File: src/timer2_pkg.sv
package timer2_pkg;

	// -----------------------------------------------------------------
	// Register addresses
	// -----------------------------------------------------------------
	localparam logic [7:0] ADDR_TIMER_CONTROL        = 8'hc8;
	localparam logic [7:0] ADDR_TIMER_MODE_CFG       = 8'hc9;
	localparam logic [7:0] ADDR_RELOAD_COMPARE_LOW   = 8'hca;
	localparam logic [7:0] ADDR_RELOAD_COMPARE_HIGH  = 8'hcb;
	localparam logic [7:0] ADDR_COUNT_LOW_BYTE       = 8'hcc;
	localparam logic [7:0] ADDR_COUNT_HIGH_BYTE      = 8'hcd;
	localparam logic       COUNT_PAGE                = 1'b0;

	// -----------------------------------------------------------------
	// Control register field positions
	// -----------------------------------------------------------------
	localparam int FLAG_BIT                  = 7;
	localparam int RUN_CONTROL_BIT           = 2;
	localparam int COMPARE_RELOAD_SELECT_BIT = 0;

	// -----------------------------------------------------------------
	// Reset, clear and wrap values
	// -----------------------------------------------------------------
	localparam logic [7:0]  RESET_BYTE  = 8'h00;
	localparam logic [15:0] RESET_COUNT = 16'h0000;
	localparam logic [15:0] CLEAR_COUNT = 16'h0000;
	localparam logic [15:0] COUNT_TOP   = 16'hffff;

	// -----------------------------------------------------------------
	// Trigger selection codes
	// -----------------------------------------------------------------
	localparam logic [1:0] TRIGGER_OVERFLOW = 2'h0;

	// -----------------------------------------------------------------
	// Mode register layout, bit 7 down to bit 0
	// -----------------------------------------------------------------
	typedef struct packed {
		logic       reload_enable;
		logic [2:0] count_clock_divider;
		logic       capture_clear_enable;
		logic       match_clear_enable;
		logic [1:0] reload_trigger_select;
	} timer_mode_cfg_t;

	// Terminal prescaler count for each divider code.
	function automatic logic [8:0] divider_terminal(input logic [2:0] code);
		logic [8:0] term;
		term = 9'h000;
		case (code)
			3'h0: term = 9'h000;
			3'h1: term = 9'h003;
			3'h2: term = 9'h00f;
			3'h3: term = 9'h01f;
			3'h4: term = 9'h03f;
			3'h5: term = 9'h07f;
			3'h6: term = 9'h0ff;
			default: term = 9'h1ff;
		endcase
		return term;
	endfunction

endpackage

File: src/count_prescaler.sv
`timescale 1ns/1ps
`default_nettype none
module count_prescaler (
	// Clock and reset
	input  wire logic       mclk,
	input  wire logic       reset,
	input  wire logic       clk_en,
	// Control
	input  wire logic       run,
	input  wire logic [2:0] divider_code,
	// Divided tick
	output logic            tick
);

	logic [8:0] div_count;
	logic [8:0] next_div_count;
	wire  [8:0] terminal = timer2_pkg::divider_terminal(divider_code);
	wire        at_end   = div_count >= terminal;

	// A halted timer restarts its division from zero.
	assign next_div_count = (!run || at_end) ? 9'h000 : div_count + 9'h001;
	assign tick           = run && at_end;

	always_ff @(posedge mclk or posedge reset) begin
		if (reset) begin
			div_count <= 9'h000;
		end else if (clk_en) begin
			div_count <= next_div_count;
		end
	end

endmodule
`default_nettype wire

File: src/timer2_reload_compare_core.sv
`timescale 1ns/1ps
`default_nettype none
module timer2_reload_compare_core (
	// Clock and reset
	input  wire logic        mclk,
	input  wire logic        reset,
	input  wire logic        clk_en,
	// Register port
	input  wire logic [7:0]  sfr_addr,
	input  wire logic        sfr_page,
	input  wire logic        sfr_wr,
	input  wire logic [7:0]  sfr_wdata,
	input  wire logic        sfr_rd,
	output logic      [7:0]  sfr_rdata,
	output logic             sfr_rdata_valid,
	// Capture events
	input  wire logic [2:0]  capture_event,
	// Status
	output logic             overflow_match_flag,
	output logic      [15:0] timer_count
);

	// -----------------------------------------------------------------
	// State
	// -----------------------------------------------------------------
	timer2_pkg::timer_mode_cfg_t mode_cfg;
	logic [15:0] reload_compare;
	logic        run_control;
	logic        compare_reload_select;

	// -----------------------------------------------------------------
	// Address decode
	// -----------------------------------------------------------------
	wire count_page = sfr_page == timer2_pkg::COUNT_PAGE;
	wire sel_ctrl   = sfr_addr == timer2_pkg::ADDR_TIMER_CONTROL;
	wire sel_mode   = sfr_addr == timer2_pkg::ADDR_TIMER_MODE_CFG;
	wire sel_rcl    = sfr_addr == timer2_pkg::ADDR_RELOAD_COMPARE_LOW;
	wire sel_rch    = sfr_addr == timer2_pkg::ADDR_RELOAD_COMPARE_HIGH;
	wire sel_cl     = count_page &&
			  sfr_addr == timer2_pkg::ADDR_COUNT_LOW_BYTE;
	wire sel_ch     = count_page &&
			  sfr_addr == timer2_pkg::ADDR_COUNT_HIGH_BYTE;
	wire sel_any    = sel_ctrl || sel_mode || sel_rcl || sel_rch ||
			  sel_cl || sel_ch;

	// -----------------------------------------------------------------
	// Counting events
	// -----------------------------------------------------------------
	wire       tick;
	wire       compare_mode = compare_reload_select;
	wire       any_capture  = |capture_event;
	wire       wrap         = tick && timer_count == timer2_pkg::COUNT_TOP;
	wire       match        = compare_mode && tick &&
				  timer_count == reload_compare;
	wire [1:0] trig_sel     = mode_cfg.reload_trigger_select;
	wire [1:0] cap_index    = trig_sel - 2'h1;
	wire       trig_event   = (trig_sel == timer2_pkg::TRIGGER_OVERFLOW) ?
				  wrap : capture_event[cap_index];
	wire       do_reload    = !compare_mode && mode_cfg.reload_enable &&
				  trig_event;
	wire       do_cap_clr   = !compare_mode && any_capture &&
				  mode_cfg.capture_clear_enable;
	wire       do_match_clr = match && mode_cfg.match_clear_enable;
	wire       hw_update    = tick || do_reload || do_cap_clr;
	wire       wr_count     = sfr_wr && (sel_cl || sel_ch);

	// -----------------------------------------------------------------
	// Next values
	// -----------------------------------------------------------------
	logic [15:0] next_count;
	always_comb begin
		next_count = timer_count;
		if (do_reload) begin
			next_count = reload_compare;
		end else if (do_cap_clr || do_match_clr) begin
			next_count = timer2_pkg::CLEAR_COUNT;
		end else if (tick) begin
			next_count = timer_count + 16'h0001;
		end else if (sfr_wr && sel_cl) begin
			next_count = {timer_count[15:8], sfr_wdata};
		end else if (sfr_wr && sel_ch) begin
			next_count = {sfr_wdata, timer_count[7:0]};
		end
	end

	logic [15:0] next_reload_compare;
	always_comb begin
		next_reload_compare = reload_compare;
		if (any_capture) begin
			next_reload_compare = timer_count;
		end else if (sfr_wr && sel_rcl) begin
			next_reload_compare = {reload_compare[15:8], sfr_wdata};
		end else if (sfr_wr && sel_rch) begin
			next_reload_compare = {sfr_wdata, reload_compare[7:0]};
		end
	end

	wire sw_flag   = (sfr_wr && sel_ctrl) ? sfr_wdata[timer2_pkg::FLAG_BIT] :
			 overflow_match_flag;
	wire next_flag = wrap || match || sw_flag;

	wire [7:0] ctrl_read = {overflow_match_flag, 4'h0, run_control,
				1'b0, compare_reload_select};
	wire [7:0] read_mux  = sel_ctrl ? ctrl_read :
			       sel_mode ? mode_cfg :
			       sel_rcl  ? reload_compare[7:0] :
			       sel_rch  ? reload_compare[15:8] :
			       sel_cl   ? timer_count[7:0] :
			       sel_ch   ? timer_count[15:8] : 8'h00;

	// -----------------------------------------------------------------
	// Prescaler
	// -----------------------------------------------------------------
	count_prescaler u_prescaler (
		.mclk         (mclk),
		.reset        (reset),
		.clk_en       (clk_en),
		.run          (run_control),
		.divider_code (mode_cfg.count_clock_divider),
		.tick         (tick)
	);

	// -----------------------------------------------------------------
	// Registers
	// -----------------------------------------------------------------
	always_ff @(posedge mclk or posedge reset) begin
		if (reset) begin
			timer_count    <= timer2_pkg::RESET_COUNT;
			reload_compare <= timer2_pkg::RESET_COUNT;
		end else if (clk_en) begin
			timer_count    <= next_count;
			reload_compare <= next_reload_compare;
		end
	end

	always_ff @(posedge mclk or posedge reset) begin
		if (reset) begin
			mode_cfg              <= timer2_pkg::RESET_BYTE;
			run_control           <= 1'b0;
			compare_reload_select <= 1'b0;
			overflow_match_flag   <= 1'b0;
		end else if (clk_en) begin
			overflow_match_flag <= next_flag;
			if (sfr_wr && sel_mode) begin
				mode_cfg <= sfr_wdata;
			end
			if (sfr_wr && sel_ctrl) begin
				run_control <=
				    sfr_wdata[timer2_pkg::RUN_CONTROL_BIT];
				compare_reload_select <=
				    sfr_wdata[timer2_pkg::COMPARE_RELOAD_SELECT_BIT];
			end
		end
	end

	always_ff @(posedge mclk or posedge reset) begin
		if (reset) begin
			sfr_rdata       <= 8'h00;
			sfr_rdata_valid <= 1'b0;
		end else if (clk_en) begin
			sfr_rdata       <= (sfr_rd && sel_any) ? read_mux : 8'h00;
			sfr_rdata_valid <= sfr_rd && sel_any;
		end
	end
endmodule
`default_nettype wire

File: config.mk
export PLATFORM = sky130hd
export DESIGN_NAME = timer2_reload_compare_core
export DESIGN_NICKNAME = d
export VERILOG_FILES = /design/src/timer2_pkg.sv /design/src/count_prescaler.sv /design/src/timer2_reload_compare_core.sv
export SDC_FILE = /design/constraint.sdc
export NUM_CORES = 1
export LEC_CHECK = 0
export ABC_AREA = 0
export BUFFER_PORTS_ARGS = -buffer_cell sky130_fd_sc_hd__buf_2
export CORE_UTILIZATION = 35
export DETAILED_ROUTE_END_ITERATION = 12
export HOLD_SLACK_MARGIN = 0.15
export PLACE_DENSITY = 0.5
export SLEW_MARGIN = 20
export SYNTH_ARGS = -nofsm -noshare
export SYNTH_HDL_FRONTEND = slang
export SYNTH_SLANG_ARGS = --single-unit
File: constraint.sdc
create_clock -name mclk -period 5.3 [get_ports mclk]
set_clock_uncertainty 0.05 [all_clocks]
set_input_delay 0.53 -clock mclk [delete_from_list [all_inputs] [get_ports mclk]]
set_output_delay 0.53 -clock mclk [all_outputs]
set_load 0.01 [all_outputs]
==> metrics.txt, run 1 <==
NetSw 0.491 mW; number of enable flip-flop cells after synthesis 0; post-route insts no fill 757; total gr overflow 0; highest clock frequency the design can meet 314 MHz; time the final worst path needs with I/O delays and setup 3.19 ns; Core Rows 41; cell with the largest stage delay on the worst path sky130_fd_sc_hd__o21ai_1; area share of the leading cell type in the synthesized netlist 32.6%; DRC violation count after routing 0; TritonCTS buffer count 9; largest stage delay on the critical path 0.58 ns; antenna violations before repair 0; routed via count divided by cell count 6.20; Crit. End Element flip-flop; peak fanout along the critical path 34; worst slew margin relative to its limit 36.0%; number of top-level pins 51; final setup fails 0; cell with the most instances after synthesis sky130_fd_sc_hd__dfrtp_1; Clock Tree Buf Depth 2; nature of the critical path startpoint flip-flop; Synth area leaders sky130_fd_sc_hd__dfrtp_1 (33%), sky130_fd_sc_hd__nand2_1 (4.7%), sky130_fd_sc_hd__xor2_1 (3.9%), sky130_fd_sc_hd__mux2_2 (3.6%), sky130_fd_sc_hd__nand4_1 (3.5%); distinct cell type count after synthesis 62; Initial Utilization 36.5%; largest net degree at the start of global routing 62; wire length reported by the detailed router 16400 um; Horiz. Die Dim 118 um; total placed instance area 4990 um^2; syn nets 597; Gates resized, CTS repair 0; global router's overall resource usage 24.2%; final hold slack 0.383 ns; half-perimeter wire length after detailed placement 11400 um; routability congestion estimate from global placement 0.891; clock tree from TritonCTS yes; endpoint required time on the critical path 5.44 ns; number of global-route vias before repair 4502; Leakage 2.14 nW; number of buffers inserted to repair setup after CTS 0; critical-path cell list or3_1, ha_1, nand2b_1, a31oi_1, o211a_1, buf_4, nor2_1, o21ai_1, o31ai_1; least setup slack across all paths after layout 2.11 ns; clock network latency to the later pin of the worst-skew pair 0.34 ns; placed insts 742; unrepaired setup endpoints after global routing false; Max-cap violations 0; Std-Cell Core Area 12800 um^2; Die Outline Area 13800 um^2; transition time of the tightest slew-check pin 0.956 ns; worst min path class input port to async pin; Pwr Density 292 nW/um^2; fraction of power consumed by combinational cells 17.7%; post-route clock period utilization 60.1%; share of cells above drive strength 1 17.4%; instance count of the mapped netlist 560; worst slack after detailed placement 1.88 ns; Arrival @ worst endpoint 3.33 ns; sequential element share of the synthesized area 32.6%; total iterations of the first detailed-routing run 5; Cell Area, Synth 4680 um^2; Ant. Diodes 0; clock network fraction of design power 43.0%; switching share of total power 31.5%; number of endpoints with negative hold slack in the final report 0; register clock-pin slew on the reported worst setup and hold paths 0.06 ns; PortBufs 50; sequential cell fraction of total power 39.4%; top cells by instance count after synthesis sky130_fd_sc_hd__dfrtp_1 (61), sky130_fd_sc_hd__nand2_1 (59), sky130_fd_sc_hd__nor2_1 (32), sky130_fd_sc_hd__o21ai_0 (30), sky130_fd_sc_hd__clkbuf_1 (28); largest vdd supply drop 0.000187 V; root buffer selected by CTS sky130_fd_sc_hd__clkbuf_16; total of flip-flops plus latches after synthesis 61; Slew Limit Fails 0; run status completed; Pint 1.07 mW; layout net count 618; global-route wire length before repair 25600 um; Mean Syn Cell Area 8.35 um^2; routed len/inst 21.6 um; setup TNS after final layout 0 ns; number of hold-repair buffers added at the cts stage 0; maximum level of the CTS H-tree 3; detailed-route via count 4693; Antenna Nets Post-Route 0; filler instances 1296; violation count after the first detailed-route iteration 462; die height 118 um; path type of the worst setup path flip-flop to flip-flop; fraction of registers with async set/reset 100%; prevailing post-synth register cell sky130_fd_sc_hd__dfrtp_1; library cell with the largest summed area after synthesis sky130_fd_sc_hd__dfrtp_1; finished layout cell area 5350 um^2; total number of yosys warnings 0; clock sink total 61; layout-stage area growth over the synthesis result 14.3%
[power groups by stage]
stage                     clock network (mW)  registers [mW]  logic, mW
after floorplan                            0           0.564      0.215
final                                  0.671           0.614      0.275
after global routing                   0.702           0.623      0.304
after global placement                     0           0.619      0.267
after CTS                              0.682           0.612      0.274
after detailed placement                   0           0.620      0.272
[cells in the final DEF, fill, tap and decap left out, drive strengths merged, types with 12 or more instances in the layout]
cell type	n
nor3	16
clkbuf	12
dfrtp	61
o21ai	33
nand2	60
inv	18
ha	12
nor2	32
o22ai	20
nand3	21
a21oi	23
a22oi	18
xor2	21
buf	56
nand4	27
mux2i	16
mux2	15
o211ai	15
[critical path: cells and delay by family (launching register included)]
family | cells | cell delay (ns)
AO/OA/AOI/OAI | 4 | 1.19
adder cells (fa/ha/maj) | 1 | 0.27
buffers and inverters | 1 | 0.34
flip-flops | 1 | 0.43
AND/OR/NAND/NOR | 3 | 0.73
[registers in the layout, indices dropped and copies added, names as in the netlist]
signal and flops:
compare_mode 1, mode_cfg 6, overflow_match_flag 1, reload_compare 16, run_control 1, sfr_rdata 8
sfr_rdata_valid 1, timer_count 16, trig_sel 2, u_prescaler.div_count 9
[cells by family after synthesis]
logic type / Yosys count / share of synthesized area (%)
xor gates and xnor gates: 30 / 5.62
muxes: 31 / 7.04
AOI/OAI and AO/OA: 164 / 23.9
DFF: 61 / 32.6
buffers and inverters: 64 / 5.67
and+or+nand+nor: 198 / 21.9
adders and majority gates: 12 / 3.21
[worst paths after layout]
check / startpoint / endpoint / slack (ns) / cells after the start
worst max-delay path: mode_cfg[6] / timer_count[3] / 2.11 / 9
worst min-delay path: reset / sfr_rdata[7] / 0.38 / 3
worst max register to register: mode_cfg[6] / timer_count[3] / 2.11 / 9
worst min register to register: sfr_rdata[7] / sfr_rdata[7] / 0.44 / 1
max in group asynchronous: reset / u_prescaler.div_count[4] / 4.28 / 3
min in group mclk: sfr_rdata[7] / sfr_rdata[7] / 0.44 / 1
[through the flow]
step / power (mW) / utilization (%)
3_3_place_gp: 0.886 / 38.9
5_1_grt: 1.63 / 41.7
6_report: 1.56 / 41.7
4_1_cts: 1.57 / 41.6
2_1_floorplan: 0.779 / -
3_5_place_dp: 0.893 / 38.9
[layout make-up]
class	count	area [um^2]	share of cell area, %
Clock inverter	3	67.6	1.26
Sequential cell	61	1530	28.6
Clock buffer	12	267	4.98
Multi-Input combinational cell	435	2910	54.4
Inverter	18	67.6	1.26
Timing Repair Buffer	56	295	5.52
Tap cell	172	215	4.03
[metal layers]
layer	up-vias	global-route usage, %	wire (um)	share of wire (%)
li1	2139	-	-	-
met1	2304	30.7	6920	42
met2	205	39.5	7890	48
met3	45	4.60	1030	6.3
met4	0	11.5	548	3.3
met5	-	0	0	0
No activity file was read; power rests on OpenSTA's default activity.
==> inputs of run 2 (changes only) <==
--- a/config.mk
+++ b/config.mk
@@ -5,12 +5,12 @@
 export SDC_FILE = /design/constraint.sdc
 export NUM_CORES = 1
 export LEC_CHECK = 0
-export ABC_AREA = 0
+export ABC_AREA = 1
 export BUFFER_PORTS_ARGS = -buffer_cell sky130_fd_sc_hd__buf_2
 export CORE_UTILIZATION = 35
 export DETAILED_ROUTE_END_ITERATION = 12
 export HOLD_SLACK_MARGIN = 0.15
-export PLACE_DENSITY = 0.5
+export PLACE_DENSITY = 0.52
 export SLEW_MARGIN = 20
 export SYNTH_ARGS = -nofsm -noshare
 export SYNTH_HDL_FRONTEND = slang
==> constraint.sdc (replaced) <==
create_clock -name mclk -period 2.55 [get_ports mclk]
set_clock_uncertainty 0.05 [all_clocks]
set_input_delay 0.255 -clock mclk [delete_from_list [all_inputs] [get_ports mclk]]
set_output_delay 0.255 -clock mclk [all_outputs]
set_load 0.01 [all_outputs]
==> metrics.txt, run 2 <==
critical-path cell list buf_4, nand3_1, ha_1, nand2_1, nor2_2, nand3_2, nand3_4, nand3_2, nand2_2, nand2_4, buf_12, inv_8, nand2_1, nand2_1, nand2_1, nand2_1; critical register-to-register path endpoint timer_count[11]; largest vdd supply drop 0.000337 V (+80%); startpoint of the worst register-to-register path mode_cfg[4]; sequential element share of the synthesized area 31.3% (-1.4 points); Mean Syn Cell Area 6.62 um^2 (-21%); number of enable flip-flop cells after synthesis 0 (unchanged); Antenna Nets Post-Route 0 (unchanged); global router's overall resource usage 25.4% (+1.2 points); run status completed; fraction of the mapped netlist area in compound gates 12.5% (-11 points); final setup fails 0 (unchanged); cell with the most instances after synthesis sky130_fd_sc_hd__nand2_1; routability congestion estimate from global placement 0.951 (+6.8%); worst slack after detailed placement 0.0247 ns (-1.85 ns); highest clock frequency the design can meet 413 MHz (+32%); worst min path class input port to flip-flop; largest family of logic cells by synthesized area simple AND/OR/NAND/NOR gates; share of cells above drive strength 1 19.7% (+2.2 points); Initial Utilization 36.4% (about the same); switching share of total power 35.3% (+3.9 points); total iterations of the first detailed-routing run 6 (+1); Std-Cell Core Area 13400 um^2 (+4.5%); layout net count 846 (+37%); leading registers by flop count reload_compare: 16 flops, timer_count: 16 flops, u_prescaler.div_count: 9 flops; Ant. Diodes 0 (unchanged); endpoint required time on the critical path 2.78 ns (-2.66 ns); clock network fraction of design power 38.1% (-4.9 points); Leakage 3.06 nW (+43%); TritonCTS buffer count 9 (unchanged); instance count of the mapped netlist 737 (+32%); worst slew margin relative to its limit 53.9% (+18 points); half-perimeter wire length after detailed placement 13500 um (+19%); time the final worst path needs with I/O delays and setup 2.42 ns (-0.767 ns); area share of the leading cell type in the synthesized netlist 31.3% (-1.4 points); Synth area leaders sky130_fd_sc_hd__dfrtp_1 (31%), sky130_fd_sc_hd__nand2_1 (21%), sky130_fd_sc_hd__inv_1 (6.1%), sky130_fd_sc_hd__nor2_1 (4.5%), sky130_fd_sc_hd__o21ai_0 (4.2%); Arrival @ worst endpoint 2.65 ns (-0.68 ns); register clock-pin slew on the reported worst setup and hold paths 0.05 ns (about the same); antenna violations before repair 0 (unchanged); number of top-level pins 51 (unchanged); sequential cell fraction of total power 37.2% (-2.2 points); Clock Tree Buf Depth 2 (unchanged); combined area of the multi-input logic cells 2970 um^2 (+2.1%); commonest cells after routing, fill and taps aside sky130_fd_sc_hd__nand2_1 (265), sky130_fd_sc_hd__inv_1 (77), sky130_fd_sc_hd__dfrtp_1 (60); prevailing post-synth register cell sky130_fd_sc_hd__dfrtp_1; Worst Path Buf+Inv 3 (+2); logic depth of the worst register-to-register path 16 (+7); least setup slack across all paths after layout 0.130 ns (-1.98 ns); post-route clock period utilization 94.9% (+35 points); routed via count divided by cell count 5.34 (-14%); total number of yosys warnings 0 (unchanged); Storage cell area 1530 um^2 (about the same); die height 120 um (+2.1%); Die Outline Area 14400 um^2 (+4.3%); top cells by instance count after synthesis sky130_fd_sc_hd__nand2_1 (267), sky130_fd_sc_hd__inv_1 (79), sky130_fd_sc_hd__dfrtp_1 (61), sky130_fd_sc_hd__nor2_1 (58), sky130_fd_sc_hd__o21ai_0 (41); Slew Limit Fails 0 (unchanged); path type of the worst setup path flip-flop to flip-flop; NetSw 1.15 mW (+130%); DRC violation count after routing 0 (unchanged); number of global-route vias before repair 4830 (+7.3%); Post-Synth Adder-Cell Area 3.08% (-0.13 points); clock sink total 61 (unchanged); final core utilization 43.7% (+2.1 points); Horiz. Die Dim 120 um (+2.1%); cell repeated most along the worst path sky130_fd_sc_hd__nand2_1; start point of the critical path mode_cfg[4]; total number of cells along the worst setup path 16 (+7); wire length reported by the detailed router 17600 um (+7.6%); PortBufs 50 (unchanged); Pint 2.10 mW (+97%); largest stage delay on the critical path 0.41 ns (-0.17 ns); most common library cell in the layout ignoring fill and taps sky130_fd_sc_hd__nand2_1; Max-cap violations 0 (unchanged); fraction of power consumed by combinational cells 24.7% (+7.0 points); filler instances 1455 (+12%); total of flip-flops plus latches after synthesis 61 (unchanged); layout-stage area growth over the synthesis result 20.1%; mux contribution to synthesized area 0% (-7.0 points); number of endpoints with negative hold slack in the final report 0 (unchanged); total gr overflow 0 (unchanged); Cell Area, Synth 4880 um^2 (+4.4%); violation count after the first detailed-route iteration 454 (-1.7%); slack of the worst reg-to-reg path 0.13 ns (-1.98 ns); global-route wire length before repair 27400 um (+7.0%); Crit. End Element flip-flop; peak fanout along the critical path 16 (-53%); Pwr Density 554 nW/um^2 (+90%); Synth Area in Simple Gates 42.3% (+20 points); Core Rows 42 (+2.4%); routed len/inst 17.8 um (-18%); clock tree from TritonCTS yes; syn nets 774 (+30%); library cell with the largest summed area after synthesis sky130_fd_sc_hd__dfrtp_1; cell with the largest stage delay on the worst path sky130_fd_sc_hd__dfrtp_1; transition time of the tightest slew-check pin 0.691 ns (-0.265 ns); root buffer selected by CTS sky130_fd_sc_hd__clkbuf_16; cell type group with the largest total delay on the critical path simple AND/OR/NAND/NOR gates; detailed-route via count 5284 (+13%); maximum level of the CTS H-tree 3 (unchanged); largest net degree at the start of global routing 34 (-45%); distinct cell type count after synthesis 44 (-29%); Setup crit end timer_count[11]; fraction of registers with async set/reset 100% (unchanged); clock network latency to the later pin of the worst-skew pair 0.34 ns (about the same); fraction of synthesized cell area in xor and xnor cells 1.61% (-4.0 points); nature of the critical path startpoint flip-flop
-- run 2: cell types whose count changed in the layout (fill, tap and decap cells not counted), moves of 17 or more --
cell	delta
sky130_fd_sc_hd__nor2_1	+25
sky130_fd_sc_hd__buf_4	+21
sky130_fd_sc_hd__nand2_1	+206
sky130_fd_sc_hd__a22oi_1	-18
sky130_fd_sc_hd__inv_1	+60
sky130_fd_sc_hd__nand2_2	+17
sky130_fd_sc_hd__nand3_1	+20
-- run 2: how the worst min path moves through the flow --
stage | from | end | slack [ns] | cells past startpoint
2_1_floorplan | sfr_wdata[1] | trig_sel[1] | 0.38 | 2
4_1_cts | sfr_rd | sfr_rdata_valid | 0.20 | 3
6_report | sfr_rd | sfr_rdata_valid | 0.19 | 3
3_3_place_gp | reset | timer_count[9] | 0.35 | 2
5_1_grt | sfr_rd | sfr_rdata_valid | 0.21 | 3
3_5_place_dp | reset | timer_count[9] | 0.36 | 2
-- run 2: power groups by stage --
stage | clock [mW] | sequential, mW | combinational, mW
floorplan | 0 | 1.17 | 0.480
global placement | 0 | 1.22 | 0.775
detailed placement | 0 | 1.22 | 0.776
CTS | 1.27 | 1.21 | 0.782
global route | 1.32 | 1.22 | 0.887
finish | 1.24 | 1.21 | 0.801
-- run 2: stage by stage --
step	cell area [um^2]	total power, mW	TNS [ns]	cells	hold slack [ns]
3_3_place_gp	5470	1.99	0	970	0.349
4_1_cts	5780	3.26	0	987	0.196
3_5_place_dp	5470	2.00	0	970	0.356
5_1_grt	5860	3.43	-0.0698	990	0.211
6_report	5860	3.25	0	990	0.194
2_1_floorplan	4880	1.65	0	737	0.378
-- run 2: kinds of logic after synthesis --
kind of cell / after synthesis
simple gates: 444
fa+ha+maj: 12
compound gates: 103
buf+inv: 108
flops: 61
xor+xnor: 9
-- run 2: repair_timing --
| action | 4_1_cts | 5_1_grt |
|---|---|---|
| pin swaps | 0 | 4 |
| cloned | 0 | 0 |
| endpoints found under the hold margin | 28 | 0 |
| buffers inserted | 0 | 3 |
| setup endpoints to repair | 1 | 20 |
| hold buffers | 1 | 0 |
| resized for setup | 1 | 17 |
-- run 2: per-layer routing --
layer	track usage, %	wire length, um	vias to the layer above
met3	5.51	1630	48
li1	-	-	2550
met5	0	0	-
met4	10.6	598	0
met2	36.9	7590	242
met1	36.1	7830	2444
-- run 2: worst reg2reg max path, stage by stage (launching register included) --
cell and delay, ns:
sky130_fd_sc_hd__dfrtp_1 0.41, sky130_fd_sc_hd__buf_4 0.14, sky130_fd_sc_hd__nand3_1 0.08, sky130_fd_sc_hd__ha_1 0.30, sky130_fd_sc_hd__nand2_1 0.09, sky130_fd_sc_hd__nor2_2 0.17, sky130_fd_sc_hd__nand3_2 0.11, sky130_fd_sc_hd__nand3_4 0.13
sky130_fd_sc_hd__nand3_2 0.10, sky130_fd_sc_hd__nand2_2 0.10, sky130_fd_sc_hd__nand2_4 0.09, sky130_fd_sc_hd__buf_12 0.17, sky130_fd_sc_hd__inv_8 0.12, sky130_fd_sc_hd__nand2_1 0.09, sky130_fd_sc_hd__nand2_1 0.08, sky130_fd_sc_hd__nand2_1 0.06
sky130_fd_sc_hd__nand2_1 0.06
-- run 2: layout make-up --
type                       instances  share of cell area (%)
timing repair buffer              81                    8.77
inverter                          88                    5.76
sequential                        61                    26.1
tap                              176                    3.76
clock buffer                      12                    4.20
multi-input combinational        568                    50.6
clock inverter                     4                   0.811
